### config.mk
export PLATFORM = sky130hd
export DESIGN_NAME = cxs_core
export DESIGN_NICKNAME = d
export VERILOG_FILES = /design/src/cxs_pkg.sv /design/src/cxs_file_ram.sv /design/src/cxs_alu.sv /design/src/cxs_core.sv
export SDC_FILE = /design/constraint.sdc
export NUM_CORES = 2
export LEC_CHECK = 0
export ABC_AREA = 1
export BUFFER_PORTS_ARGS = -buffer_cell sky130_fd_sc_hd__buf_2
export CELL_PAD_IN_SITES_DETAIL_PLACEMENT = 1
export CELL_PAD_IN_SITES_GLOBAL_PLACEMENT = 1
export CORE_MARGIN = 3
export CORE_UTILIZATION = 30
export DETAILED_ROUTE_END_ITERATION = 6
export HOLD_SLACK_MARGIN = 0.08
export PLACE_DENSITY_LB_ADDON = 0.1
export SLEW_MARGIN = 40
export SYNTH_ARGS = -nofsm -noshare
export SYNTH_HDL_FRONTEND = slang
export SYNTH_SLANG_ARGS = --single-unit
export TNS_END_PERCENT = 10
### constraint.sdc
create_clock -name clk_sys_i -period 10.22 [get_ports clk_sys_i]
set_clock_uncertainty 0.1 [all_clocks]
set_input_delay 2.555 -clock clk_sys_i [delete_from_list [all_inputs] [get_ports clk_sys_i]]
set_output_delay 2.555 -clock clk_sys_i [all_outputs]
set_load 0.01 [all_outputs]
### src/cxs_pkg.sv
// Constants and types shared by the instruction execution block.
// Assumes one 10 MHz instruction clock and a plain register port.
package cxs_pkg;

    // ****************************************************************
    // Widths
    // ****************************************************************
    localparam int unsigned DATA_W = 8;
    localparam int unsigned ADDR_W = 8;
    localparam int unsigned FILE_AW = 7;
    localparam int unsigned FILE_DEPTH = 128;
    localparam int unsigned DIR_PORTS = 3;

    // ****************************************************************
    // Register port offsets
    // ****************************************************************
    localparam logic [7:0] OFS_FILE_LAST = 8'h7F;
    localparam logic [7:0] OFS_ACC = 8'h80;
    localparam logic [7:0] OFS_STATUS = 8'h81;
    localparam logic [7:0] OFS_DIR_A = 8'h82;
    localparam logic [7:0] OFS_DIR_B = 8'h83;
    localparam logic [7:0] OFS_DIR_C = 8'h84;
    localparam logic [7:0] OFS_WDOG = 8'h85;
    localparam logic [7:0] OFS_CORE = 8'h86;

    // ****************************************************************
    // Status field positions
    // ****************************************************************
    localparam int unsigned ST_CARRY = 0;
    localparam int unsigned ST_DIGIT_CARRY = 1;
    localparam int unsigned ST_ZERO = 2;
    localparam int unsigned ST_POWER_DOWN = 3;
    localparam int unsigned ST_TIMEOUT = 4;

    // ****************************************************************
    // Values after reset and fixed values
    // ****************************************************************
    localparam logic [7:0] STATUS_RST = 8'h18;
    localparam logic [7:0] STATUS_MASK = 8'h1F;
    localparam logic [7:0] ACC_RST = 8'h00;
    localparam logic [7:0] DIR_RST = 8'hFF;
    localparam logic [7:0] WDOG_CLEAR = 8'h00;
    localparam logic [7:0] PRESCALE_CLEAR = 8'h00;
    localparam logic [7:0] PRESCALE_LAST = 8'hFF;

    // ****************************************************************
    // Direction load operand codes
    // ****************************************************************
    localparam logic [6:0] DIR_SEL_A = 7'h05;
    localparam logic [6:0] DIR_SEL_B = 7'h06;
    localparam logic [6:0] DIR_SEL_C = 7'h07;

    // ****************************************************************
    // Instructions
    // ****************************************************************
    typedef enum logic [2:0] {
        OP_SUB,
        OP_SUBB,
        OP_SWAP,
        OP_XORL,
        OP_XORF,
        OP_DIR,
        OP_SLEEP,
        OP_NOP
    } cxs_op_t;

endpackage

### src/cxs_file_ram.sv
// File register memory with one write port and two read ports.
// Assumes the writer resolves conflicts before driving the port.
`timescale 1ns/1ns
module cxs_file_ram (
    input wire logic clk_sys_i,                       // Instruction clock.
    input wire logic we_i,                            // Write enable.
    input wire logic [cxs_pkg::FILE_AW-1:0] waddr_i,  // Write address.
    input wire logic [cxs_pkg::DATA_W-1:0] wdata_i,   // Write data.
    input wire logic [cxs_pkg::FILE_AW-1:0] raddr_a_i, // Operand address.
    output logic [cxs_pkg::DATA_W-1:0] rdata_a_o,     // Operand data.
    input wire logic [cxs_pkg::FILE_AW-1:0] raddr_b_i, // Port address.
    output logic [cxs_pkg::DATA_W-1:0] rdata_b_o      // Port data.
);

    logic [cxs_pkg::DATA_W-1:0] mem [cxs_pkg::FILE_DEPTH];

    always_ff @(posedge clk_sys_i) begin
        if (we_i) begin
            mem[waddr_i] <= wdata_i;
        end
    end

    assign rdata_a_o = mem[raddr_a_i];
    assign rdata_b_o = mem[raddr_b_i];

endmodule

### src/cxs_alu.sv
// Result and flag computation for subtract, swap and exclusive-OR.
// Assumes the caller decides which flags are actually written.
`timescale 1ns/1ns
module cxs_alu (
    input wire cxs_pkg::cxs_op_t op_i,             // Instruction.
    input wire logic [cxs_pkg::DATA_W-1:0] acc_i,  // Accumulator.
    input wire logic [cxs_pkg::DATA_W-1:0] fval_i, // File operand.
    input wire logic [cxs_pkg::DATA_W-1:0] lit_i,  // Literal operand.
    input wire logic carry_i,                      // Carry flag now.
    output logic [cxs_pkg::DATA_W-1:0] res_o,      // Result.
    output logic carry_o,                          // Carry out.
    output logic digit_carry_o,                    // Low nibble carry.
    output logic zero_o                            // Result is zero.
);

    logic cin;
    logic [8:0] sum;
    logic [4:0] lo;

    always_comb begin
        // A set carry means no borrow, so the borrow is its inverse.
        cin = (op_i == cxs_pkg::OP_SUBB) ? carry_i : 1'b1;
        // Two's complement: f + ~acc + cin.
        sum = {1'b0, fval_i} + {1'b0, ~acc_i} + {8'h00, cin};
        lo = {1'b0, fval_i[3:0]} + {1'b0, ~acc_i[3:0]} + {4'h0, cin};
        carry_o = sum[8];
        digit_carry_o = lo[4];
        unique case (op_i)
            cxs_pkg::OP_SUB,
            cxs_pkg::OP_SUBB: res_o = sum[7:0];
            cxs_pkg::OP_SWAP: res_o = {fval_i[3:0], fval_i[7:4]};
            cxs_pkg::OP_XORL: res_o = acc_i ^ lit_i;
            cxs_pkg::OP_XORF: res_o = acc_i ^ fval_i;
            cxs_pkg::OP_DIR,
            cxs_pkg::OP_SLEEP,
            cxs_pkg::OP_NOP: res_o = acc_i;
        endcase
        zero_o = (res_o == 8'h00);
    end

endmodule

### src/cxs_core.sv
// Execution unit for subtract, swap, exclusive-OR, direction load and
// sleep, with accumulator, status, direction registers and watchdog.
// Assumes instructions arrive one per cycle synchronous to clk_sys_i.
`timescale 1ns/1ns
module cxs_core (
    input wire logic clk_sys_i,                      // Instruction clock.
    input wire logic nrst_i,                         // Async reset, low.
    input wire logic instr_valid_i,                  // Instruction present.
    output logic instr_ready_o,                      // Core is awake.
    input wire cxs_pkg::cxs_op_t op_i,               // Instruction code.
    input wire logic [cxs_pkg::FILE_AW-1:0] faddr_i, // File operand.
    input wire logic dest_i,                         // 1 selects file.
    input wire logic [cxs_pkg::DATA_W-1:0] lit_i,    // Literal operand.
    input wire logic wake_i,                         // Wake event level.
    input wire logic [cxs_pkg::ADDR_W-1:0] reg_addr_i, // Register address.
    input wire logic [cxs_pkg::DATA_W-1:0] reg_wdata_i, // Write data.
    input wire logic reg_we_i,                       // Write strobe.
    input wire logic reg_re_i,                       // Read strobe.
    output logic [cxs_pkg::DATA_W-1:0] reg_rdata_o,  // Read data.
    output logic [cxs_pkg::DATA_W-1:0] dir_a_o,      // Port A direction.
    output logic [cxs_pkg::DATA_W-1:0] dir_b_o,      // Port B direction.
    output logic [cxs_pkg::DATA_W-1:0] dir_c_o,      // Port C direction.
    output logic osc_en_o,                           // Oscillator runs.
    output logic sleep_o,                            // Sleep state.
    output logic wdog_clr_o                          // Watchdog cleared.
);

    // ****************************************************************
    // Declarations
    // ****************************************************************
    logic [7:0] acc_q, acc_d, status_q, status_d;
    logic [7:0] dir_q [cxs_pkg::DIR_PORTS];
    logic [7:0] dir_d [cxs_pkg::DIR_PORTS];
    logic sleep_q, sleep_d, wdog_clr_q, wdog_clr_d;
    logic [7:0] wdog_q, wdog_d, pre_q, pre_d, rdata_q, rdata_d;
    logic exec, file_op, reg_file, mem_we;
    logic [6:0] mem_waddr;
    logic [7:0] mem_wdata, fval, bus_fval, alu_res;
    logic alu_c, alu_nib_c, alu_z;
    assign exec = instr_valid_i & ~sleep_q;
    assign instr_ready_o = ~sleep_q;
    assign file_op = (op_i == cxs_pkg::OP_SUB) | (op_i == cxs_pkg::OP_SUBB)
                   | (op_i == cxs_pkg::OP_SWAP) | (op_i == cxs_pkg::OP_XORF);
    assign reg_file = (reg_addr_i <= cxs_pkg::OFS_FILE_LAST);

    // ****************************************************************
    // Datapath
    // ****************************************************************
    cxs_alu u_alu (
        .op_i(op_i),
        .acc_i(acc_q),
        .fval_i(fval),
        .lit_i(lit_i),
        .carry_i(status_q[cxs_pkg::ST_CARRY]),
        .res_o(alu_res),
        .carry_o(alu_c),
        .digit_carry_o(alu_nib_c),
        .zero_o(alu_z)
    );

    // An instruction write to the file wins over a port write.
    always_comb begin
        mem_we = 1'b0;
        mem_waddr = faddr_i;
        mem_wdata = alu_res;
        if (exec && file_op && dest_i) begin
            mem_we = 1'b1;
        end else if (reg_we_i && reg_file) begin
            mem_we = 1'b1;
            mem_waddr = reg_addr_i[6:0];
            mem_wdata = reg_wdata_i;
        end
    end

    cxs_file_ram u_ram (
        .clk_sys_i(clk_sys_i),
        .we_i(mem_we),
        .waddr_i(mem_waddr),
        .wdata_i(mem_wdata),
        .raddr_a_i(faddr_i),
        .rdata_a_o(fval),
        .raddr_b_i(reg_addr_i[6:0]),
        .rdata_b_o(bus_fval)
    );

    // ****************************************************************
    // Architectural state
    // ****************************************************************
    // A port write to a core register is dropped in an execute cycle.
    always_comb begin
        acc_d = acc_q;
        status_d = status_q;
        dir_d = dir_q;
        if (exec) begin
            unique case (op_i)
                cxs_pkg::OP_SUB,
                cxs_pkg::OP_SUBB: begin
                    status_d[cxs_pkg::ST_CARRY] = alu_c;
                    status_d[cxs_pkg::ST_DIGIT_CARRY] = alu_nib_c;
                    status_d[cxs_pkg::ST_ZERO] = alu_z;
                    if (!dest_i) begin
                        acc_d = alu_res;
                    end
                end
                cxs_pkg::OP_SWAP: begin
                    if (!dest_i) begin
                        acc_d = alu_res;
                    end
                end
                cxs_pkg::OP_XORL: begin
                    acc_d = alu_res;
                    status_d[cxs_pkg::ST_ZERO] = alu_z;
                end
                cxs_pkg::OP_XORF: begin
                    status_d[cxs_pkg::ST_ZERO] = alu_z;
                    if (!dest_i) begin
                        acc_d = alu_res;
                    end
                end
                cxs_pkg::OP_DIR: begin
                    unique case (faddr_i)
                        cxs_pkg::DIR_SEL_A: dir_d[0] = acc_q;
                        cxs_pkg::DIR_SEL_B: dir_d[1] = acc_q;
                        cxs_pkg::DIR_SEL_C: dir_d[2] = acc_q;
                        default: dir_d = dir_q;
                    endcase
                end
                cxs_pkg::OP_SLEEP: begin
                    status_d[cxs_pkg::ST_TIMEOUT] = 1'b1;
                    status_d[cxs_pkg::ST_POWER_DOWN] = 1'b0;
                end
                cxs_pkg::OP_NOP: acc_d = acc_q;
            endcase
        end else if (reg_we_i) begin
            unique case (reg_addr_i)
                cxs_pkg::OFS_ACC: acc_d = reg_wdata_i;
                cxs_pkg::OFS_STATUS:
                    status_d = reg_wdata_i & cxs_pkg::STATUS_MASK;
                cxs_pkg::OFS_DIR_A: dir_d[0] = reg_wdata_i;
                cxs_pkg::OFS_DIR_B: dir_d[1] = reg_wdata_i;
                cxs_pkg::OFS_DIR_C: dir_d[2] = reg_wdata_i;
                default: acc_d = acc_q;
            endcase
        end
    end

    always_ff @(posedge clk_sys_i or negedge nrst_i) begin
        if (!nrst_i) begin
            acc_q <= cxs_pkg::ACC_RST;
            status_q <= cxs_pkg::STATUS_RST;
        end else begin
            acc_q <= acc_d;
            status_q <= status_d;
        end
    end
    genvar gi;
    generate
        for (gi = 0; gi < cxs_pkg::DIR_PORTS; gi++) begin : g_dir
            always_ff @(posedge clk_sys_i or negedge nrst_i) begin
                if (!nrst_i) begin
                    dir_q[gi] <= cxs_pkg::DIR_RST;
                end else begin
                    dir_q[gi] <= dir_d[gi];
                end
            end
        end
    endgenerate
    assign dir_a_o = dir_q[0];
    assign dir_b_o = dir_q[1];
    assign dir_c_o = dir_q[2];

    // ****************************************************************
    // Sleep and watchdog
    // ****************************************************************
    // The watchdog runs on its own and keeps counting during sleep.
    always_comb begin
        sleep_d = sleep_q;
        wdog_clr_d = 1'b0;
        pre_d = pre_q + 8'h01;
        wdog_d = (pre_q == cxs_pkg::PRESCALE_LAST) ? wdog_q + 8'h01 : wdog_q;
        if (sleep_q && wake_i) begin
            sleep_d = 1'b0;
        end
        if (exec && op_i == cxs_pkg::OP_SLEEP) begin
            sleep_d = 1'b1;
            wdog_clr_d = 1'b1;
            pre_d = cxs_pkg::PRESCALE_CLEAR;
            wdog_d = cxs_pkg::WDOG_CLEAR;
        end
    end

    always_ff @(posedge clk_sys_i or negedge nrst_i) begin
        if (!nrst_i) begin
            sleep_q <= 1'b0;
            wdog_clr_q <= 1'b0;
            pre_q <= cxs_pkg::PRESCALE_CLEAR;
            wdog_q <= cxs_pkg::WDOG_CLEAR;
        end else begin
            sleep_q <= sleep_d;
            wdog_clr_q <= wdog_clr_d;
            pre_q <= pre_d;
            wdog_q <= wdog_d;
        end
    end
    assign sleep_o = sleep_q;
    assign osc_en_o = ~sleep_q;
    assign wdog_clr_o = wdog_clr_q;

    // ****************************************************************
    // Register port read
    // ****************************************************************
    always_comb begin
        rdata_d = 8'h00;
        if (reg_re_i) begin
            if (reg_file) begin
                rdata_d = bus_fval;
            end else begin
                unique case (reg_addr_i)
                    cxs_pkg::OFS_ACC: rdata_d = acc_q;
                    cxs_pkg::OFS_STATUS: rdata_d = status_q;
                    cxs_pkg::OFS_DIR_A: rdata_d = dir_q[0];
                    cxs_pkg::OFS_DIR_B: rdata_d = dir_q[1];
                    cxs_pkg::OFS_DIR_C: rdata_d = dir_q[2];
                    cxs_pkg::OFS_WDOG: rdata_d = wdog_q;
                    cxs_pkg::OFS_CORE: rdata_d = {7'h00, sleep_q};
                    default: rdata_d = 8'h00;
                endcase
            end
        end
    end
    always_ff @(posedge clk_sys_i or negedge nrst_i) begin
        if (!nrst_i) begin
            rdata_q <= 8'h00;
        end else begin
            rdata_q <= rdata_d;
        end
    end
    assign reg_rdata_o = rdata_q;
endmodule

Word-level counts from Yosys, hierarchy flattened
Memories as Yosys holds them, arrays and structs flattened.
Cells that the tools add are included.
Widths: inputs -> output; s select.
- $add $sub $neg: 6
- $lt $le $gt $ge: 1
- equality and inequality tests: 27
- multiplexer cells: 39
- bitwise logic cells: 9
- reduce and logical (&&, ||, !) cells: 26
- operator list (cell ; number):
    $mux 8 ; 17
    $mux 24 ; 3
    $eq 8x8->1 const B ; 8
    $pmux 8 s7 ; 1
    $pmux 8 s5 ; 1
    $eq 7x3->1 const B ; 3
    $add 8x1->8 const B ; 2
    $pmux 8 s2 ; 1
    $reduce_and 4->1 ; 4
    $reduce_bool 2->1 ; 8
    $xor 8x8->8 ; 2
    $mux 5 ; 3
    $mux 7 ; 2
    $eq 3x3->1 const B ; 4
    $ne 2x1->1 const B ; 6
    $add 8x8->9 ; 1
    $add 9x1->9 ; 1
    $mux 1 ; 9
    $reduce_and 3->1 ; 3
    $le 8x7->1 const B ; 1
    $logic_not 8->1 ; 1
    $not 8->8 ; 1
    $reduce_or 4->1 ; 2
    $eq 3x2->1 const B ; 2
    other kinds (15) ; 22
- bits in registers: 63
- bits in writable memories: 1024
- output and inout bits: 36
- logic and storage cells: 121
- memories kept: 1
- memories (memory ; words ; width ; rd ports ; clocked after memory_dff ; wr ports ; line ; RTL):
    u_ram.mem ; 128 ; 8 ; 2 ; 0 ; 1 ; cxs_file_ram.sv:15 ; logic [cxs_pkg::DATA_W-1:0] mem [cxs_pkg::FILE_DEPTH];

Logic depth before layout (Yosys ltp)
- word-level depth: 9
- mapped depth: 29
- gate-level depth less buffers: 28

Hierarchy
A second synthesis with hierarchy kept.
- cell total of the unflattened synthesis: 6633
- area total of the unflattened synthesis: 57337.5 um^2
- by module, submodules not included (module ; times used ; cells each ; area an instance (um^2)):
    cxs_file_ram ; 1 ; 5916 ; 52674.3
    cxs_core ; 1 ; 519 ; 3709.8
    cxs_alu ; 1 ; 198 ; 953.4

Worst setup path after synthesis
OpenSTA, ideal clock, no wires.
- path kind: in2reg
- start point: input port faddr_i[0] (netlist bit)
- end point: memory u_ram.mem[0][4] (netlist bit), data pin
- setup time: 1.196 ns
- data arrival time: 9.989 ns
- required time: 8.924 ns
- slack: -1.065 ns
- stages on the path: 20
- cells stage by stage: inv_2 buf_2 clkbuf_1 nand2_1 nand3_1 nand3_1 nand3_1 nand3_1 nand3_1 nand3_1 nand2_1 inv_1 fa_1 fa_1 nand3_1 and2_1 nand2_1 nand3_1 nand2_1 o21ai_0
- word-level cells in the longest chain between the ends: 6
- elaborated cells between the ends (all ways): 7
- ends and longest elaborated chain (element ; line ; RTL):
    start, declared ; cxs_core.sv:11 ; input wire logic [cxs_pkg::FILE_AW-1:0] faddr_i,
    $mem_v2 128x8 (*) ; -- ;
    $add 8x8->9 ; cxs_alu.sv:24 ; sum = {1'b0, fval_i} + {1'b0, ~acc_i} + {8'h00, cin};
    $add 9x1->9 ; cxs_alu.sv:24 ;
    $pmux 8 s5 (*) ; cxs_alu.sv:28 ; unique case (op_i)
    $mux 8 ; cxs_core.sv:68 ; end else if (reg_we_i && reg_file) begin
    $mux 8 (*) ; cxs_core.sv:66 ; if (exec && file_op && dest_i) begin
    net mem_wdata[4] ; cxs_core.sv:38 ; logic [7:0] mem_wdata, fval, bus_fval, alu_res;
    end, declared ; cxs_file_ram.sv:15 ;
The timed path passes the listed nets; every way through them passes the cells marked *.

Worst setup path in the final report
- start point: input port faddr_i[0] (netlist bit)
- end point: memory u_ram.mem[63][6] (netlist bit), data pin
Same word-level chain as after synthesis.

==> flow_summary.toml <==
[run_status]
run_status = "complete, no violations"

[sta]
hold_ws_ns = 0.369
setup_viol = 0
fmax_ghz = 0.131
post-route-min-period_ns = 7.66
finalCritPeriodShare_pct = 74.9
hold_viol = 0
tightest_slew_ns = 0.930
setup_slack_ns = 2.56
slew-limit-headroom_pct = 37.8
drv_slew = 0
rsz0062_at_grt = "false"

[critical_path]
endpoint_kind = "flip-flop"
critPathRequiredTime_ns = 10.49
slowest_delay_ns = 0.58
critPathKind = "input pin to flip-flop"
critPathSlowestCell = "inv_8"
crit_fanout = 128
cp.buffers_inverters = 5
crit_path_frequent_cell = "nand3_1"
cp-start-kind = "input pin"
arrival_ns = 7.92
cp_top_family = "simple AND/OR/NAND/NOR gates"
rrSetupSlack_ns = 4.49
crit_chain = "buf_8 -> inv_8 -> buf_4 -> nand2_1 -> nand3_1 -> nand4_1 -> nand3_1 -> nand2_1 -> nand3_1 -> nand3_1 -> nand2_1 -> inv_1 -> fa_1 -> fa_1 -> nand3_1 -> and2_1 -> o21bai_1 -> a21o_1 -> or2_2 -> nand3_1 -> nand3_1 -> nand2_1 -> o21ai_4 -> buf_12"

[global_route]
grt_usage_pct = 26.9
grt_pass1_wl_mm = 349
antenna_found_initial = 7
grt_overflow_total = 0
grt_max_degree = 129
grt_pass1_vias = 44663

[die]
die_w_um = 427
start_util_pct = 30.4
ios = 77
die_y_um = 427
dieArea_um2 = 182000
rows = 153
coreArea_um2 = 175000

[layout]
nFillCells = 19721
drive_above_1_share_pct = 10.6
num-nets-final = 5629
syn2layout_area_growth_pct = 15.2
fin_area_um2 = 61200

[drt]
drt_pass1_iterations = 5
wl_per_cell_um = 31.2
drc = 0
ant_nets = 0
num_vias = 44855
finalWirelength_mm = 250
via_per_inst = 5.60
drtIter0Drc = 4405

[synthesis]
yosys_most_used_dff = "edfxtp_1"
synth-edff-count = 1024
synthesis.nets = 5585
syn-cell-area_um2 = 53100
synthCells = 5532
ys_warn_count = 0
synth-seq-cells = 1087
synth-seq-area-share_pct = 60.9
syn_area_per_cell_um2 = 9.60
synth.distinct_cells = 53
async_flop_share_pct = 5.80

[power]
power_mw = 11.5
power_density_nw_per_um2 = 188
ir_drop_v = 0.000130
p_leak_nw = 22.5

[run]
drv_cap = 0

[cts]
ctsResizeCount = 0
clock-sinks = 1087
cts_root_buffer = "clkbuf_16"
clk_latency_ns = 0.78
ctsHtreeMaxLevel = 4
cts_max_path_buffers = 3
cts_tree = "done"
cts_setup_buffers = 0
postCtsHoldBufs = 0
clkSlewWorstSetupHoldPaths_ns = 0.05
cts_buffers = 138

[place]
place_ws_ns = 1.87
gp_congestion = 0.872
dpl.hpwl_mm = 159
port_buffers = 76
place_area_um2 = 57000

[worst_hold_path]
min-delay-path-class = "flip-flop to flip-flop"
[kinds of logic after synthesis]
logic type	Yosys count	synth area share (%)
AO/OA/AOI/OAI	1071	12.6
adder cells (fa/ha/maj)	12	0.311
XOR/XNOR	5	0.0824
buffers and inverters	892	6.76
multiplexers	1	0.0212
flip-flops	1087	60.9
AND/OR/NAND/NOR	2464	19.4
[registers in the layout, summed over array words and instances (netlist names), 8 cells and up]
name / cells
acc_q: 8
dir_a_o: 8
dir_b_o: 8
dir_c_o: 8
pre_q: 8
reg_rdata_o: 8
u_ram.mem: 1024
wdog_q: 8
[cell usage after synthesis, types with 30 or more instances]
| cell type | instances | area [µm²] |
|---|---|---|
| nand2_1 | 1402 | 5260 |
| edfxtp_1 | 1024 | 30700 |
| inv_1 | 518 | 1940 |
| nand3_1 | 432 | 2160 |
| nor2_1 | 427 | 1600 |
| o22ai_1 | 352 | 2200 |
| o21ai_0 | 265 | 1330 |
| clkbuf_1 | 162 | 608 |
| a21oi_1 | 156 | 781 |
| nand4_1 | 133 | 832 |
| buf_2 | 106 | 531 |
| o211ai_1 | 89 | 668 |
| buf_1 | 67 | 251 |
| o221ai_1 | 45 | 394 |
| dfrtp_1 | 37 | 926 |
| nor3_1 | 32 | 160 |
| o311ai_0 | 30 | 263 |
[power breakdown]
part | internal (mW) | switching, mW
logic | 0.356 | 1.28
clock network | 2.65 | 1.99
registers | 5.21 | 0.0451
total | 8.22 | 3.31
[worst register-to-register path, stage by stage (launching register included)]
cell and delay (ns):
dfrtp_1 0.37, inv_1 0.16, nand2_1 0.49, inv_1 0.63, nand3_1 0.43, nand2_2 0.68, o21ai_0 0.35, nor2_1 0.29
nand3_1 0.54, buf_4 0.46, nor2_1 0.63, buf_4 0.30
[final cells by class]
| class | count | area (µm²) | share of cell area [%] |
|---|---|---|---|
| Clock buffer | 175 | 3700 | 6.04 |
| Inverter | 533 | 2030 | 3.32 |
| Sequential cell | 1087 | 32400 | 52.9 |
| Tap cell | 2325 | 2910 | 4.75 |
| Antenna cell | 2 | 5.00 | 0.00817 |
| Timing Repair Buffer | 263 | 2210 | 3.62 |
| Clock inverter | 71 | 470 | 0.768 |
| Multi-Input combinational cell | 3553 | 17500 | 28.6 |
[cell usage in the layout, fill, tap and decap left out, drive strengths merged, types with 133 or more instances in the layout]
master  instances
inv           532
nand4         133
o22ai         352
buf           263
a21oi         156
edfxtp       1024
o21ai         274
nand2        1403
nor2          430
clkbuf        175
nand3         432
[layer usage]
| layer | global-route usage [%] | up-vias | part of all wire [%] |
|---|---|---|---|
| li1 | - | 19646 | - |
| met1 | 37.2 | 23358 | 45 |
| met3 | 3.44 | 364 | 5.4 |
| met4 | 9.20 | 2 | 3.5 |
| met5 | 0 | - | 0.0052 |
| met2 | 43.5 | 1485 | 47 |
[stage by stage]
| stage | instances | setup TNS (ns) | utilization, % |
|---|---|---|---|
| 5_1_grt | 8009 | 0 | 35.0 |
| 6_report | 8009 | 0 | 35.0 |
| 4_1_cts | 8007 | 0 | 35.0 |
| 3_5_place_dp | 7761 | 0 | 32.6 |
| 2_1_floorplan | 5532 | -308.73 | - |
| 3_3_place_gp | 7759 | 0 | 32.5 |
[worst paths after layout]
check / start / endpoint / cells after the start
setup / recovery: faddr_i[0] / u_ram.mem[63][6] / 24
hold / removal: pre_q[0] / pre_q[0] / 1
setup reg to reg: sleep_o / u_ram.mem[62][6] / 11
hold reg to reg: pre_q[0] / pre_q[0] / 1
max in group asynchronous: nrst_i / acc_q[7] / 2
min in group asynchronous: nrst_i / reg_rdata_o[7] / 2
Note: power is estimated with default switching activity, not from simulation.
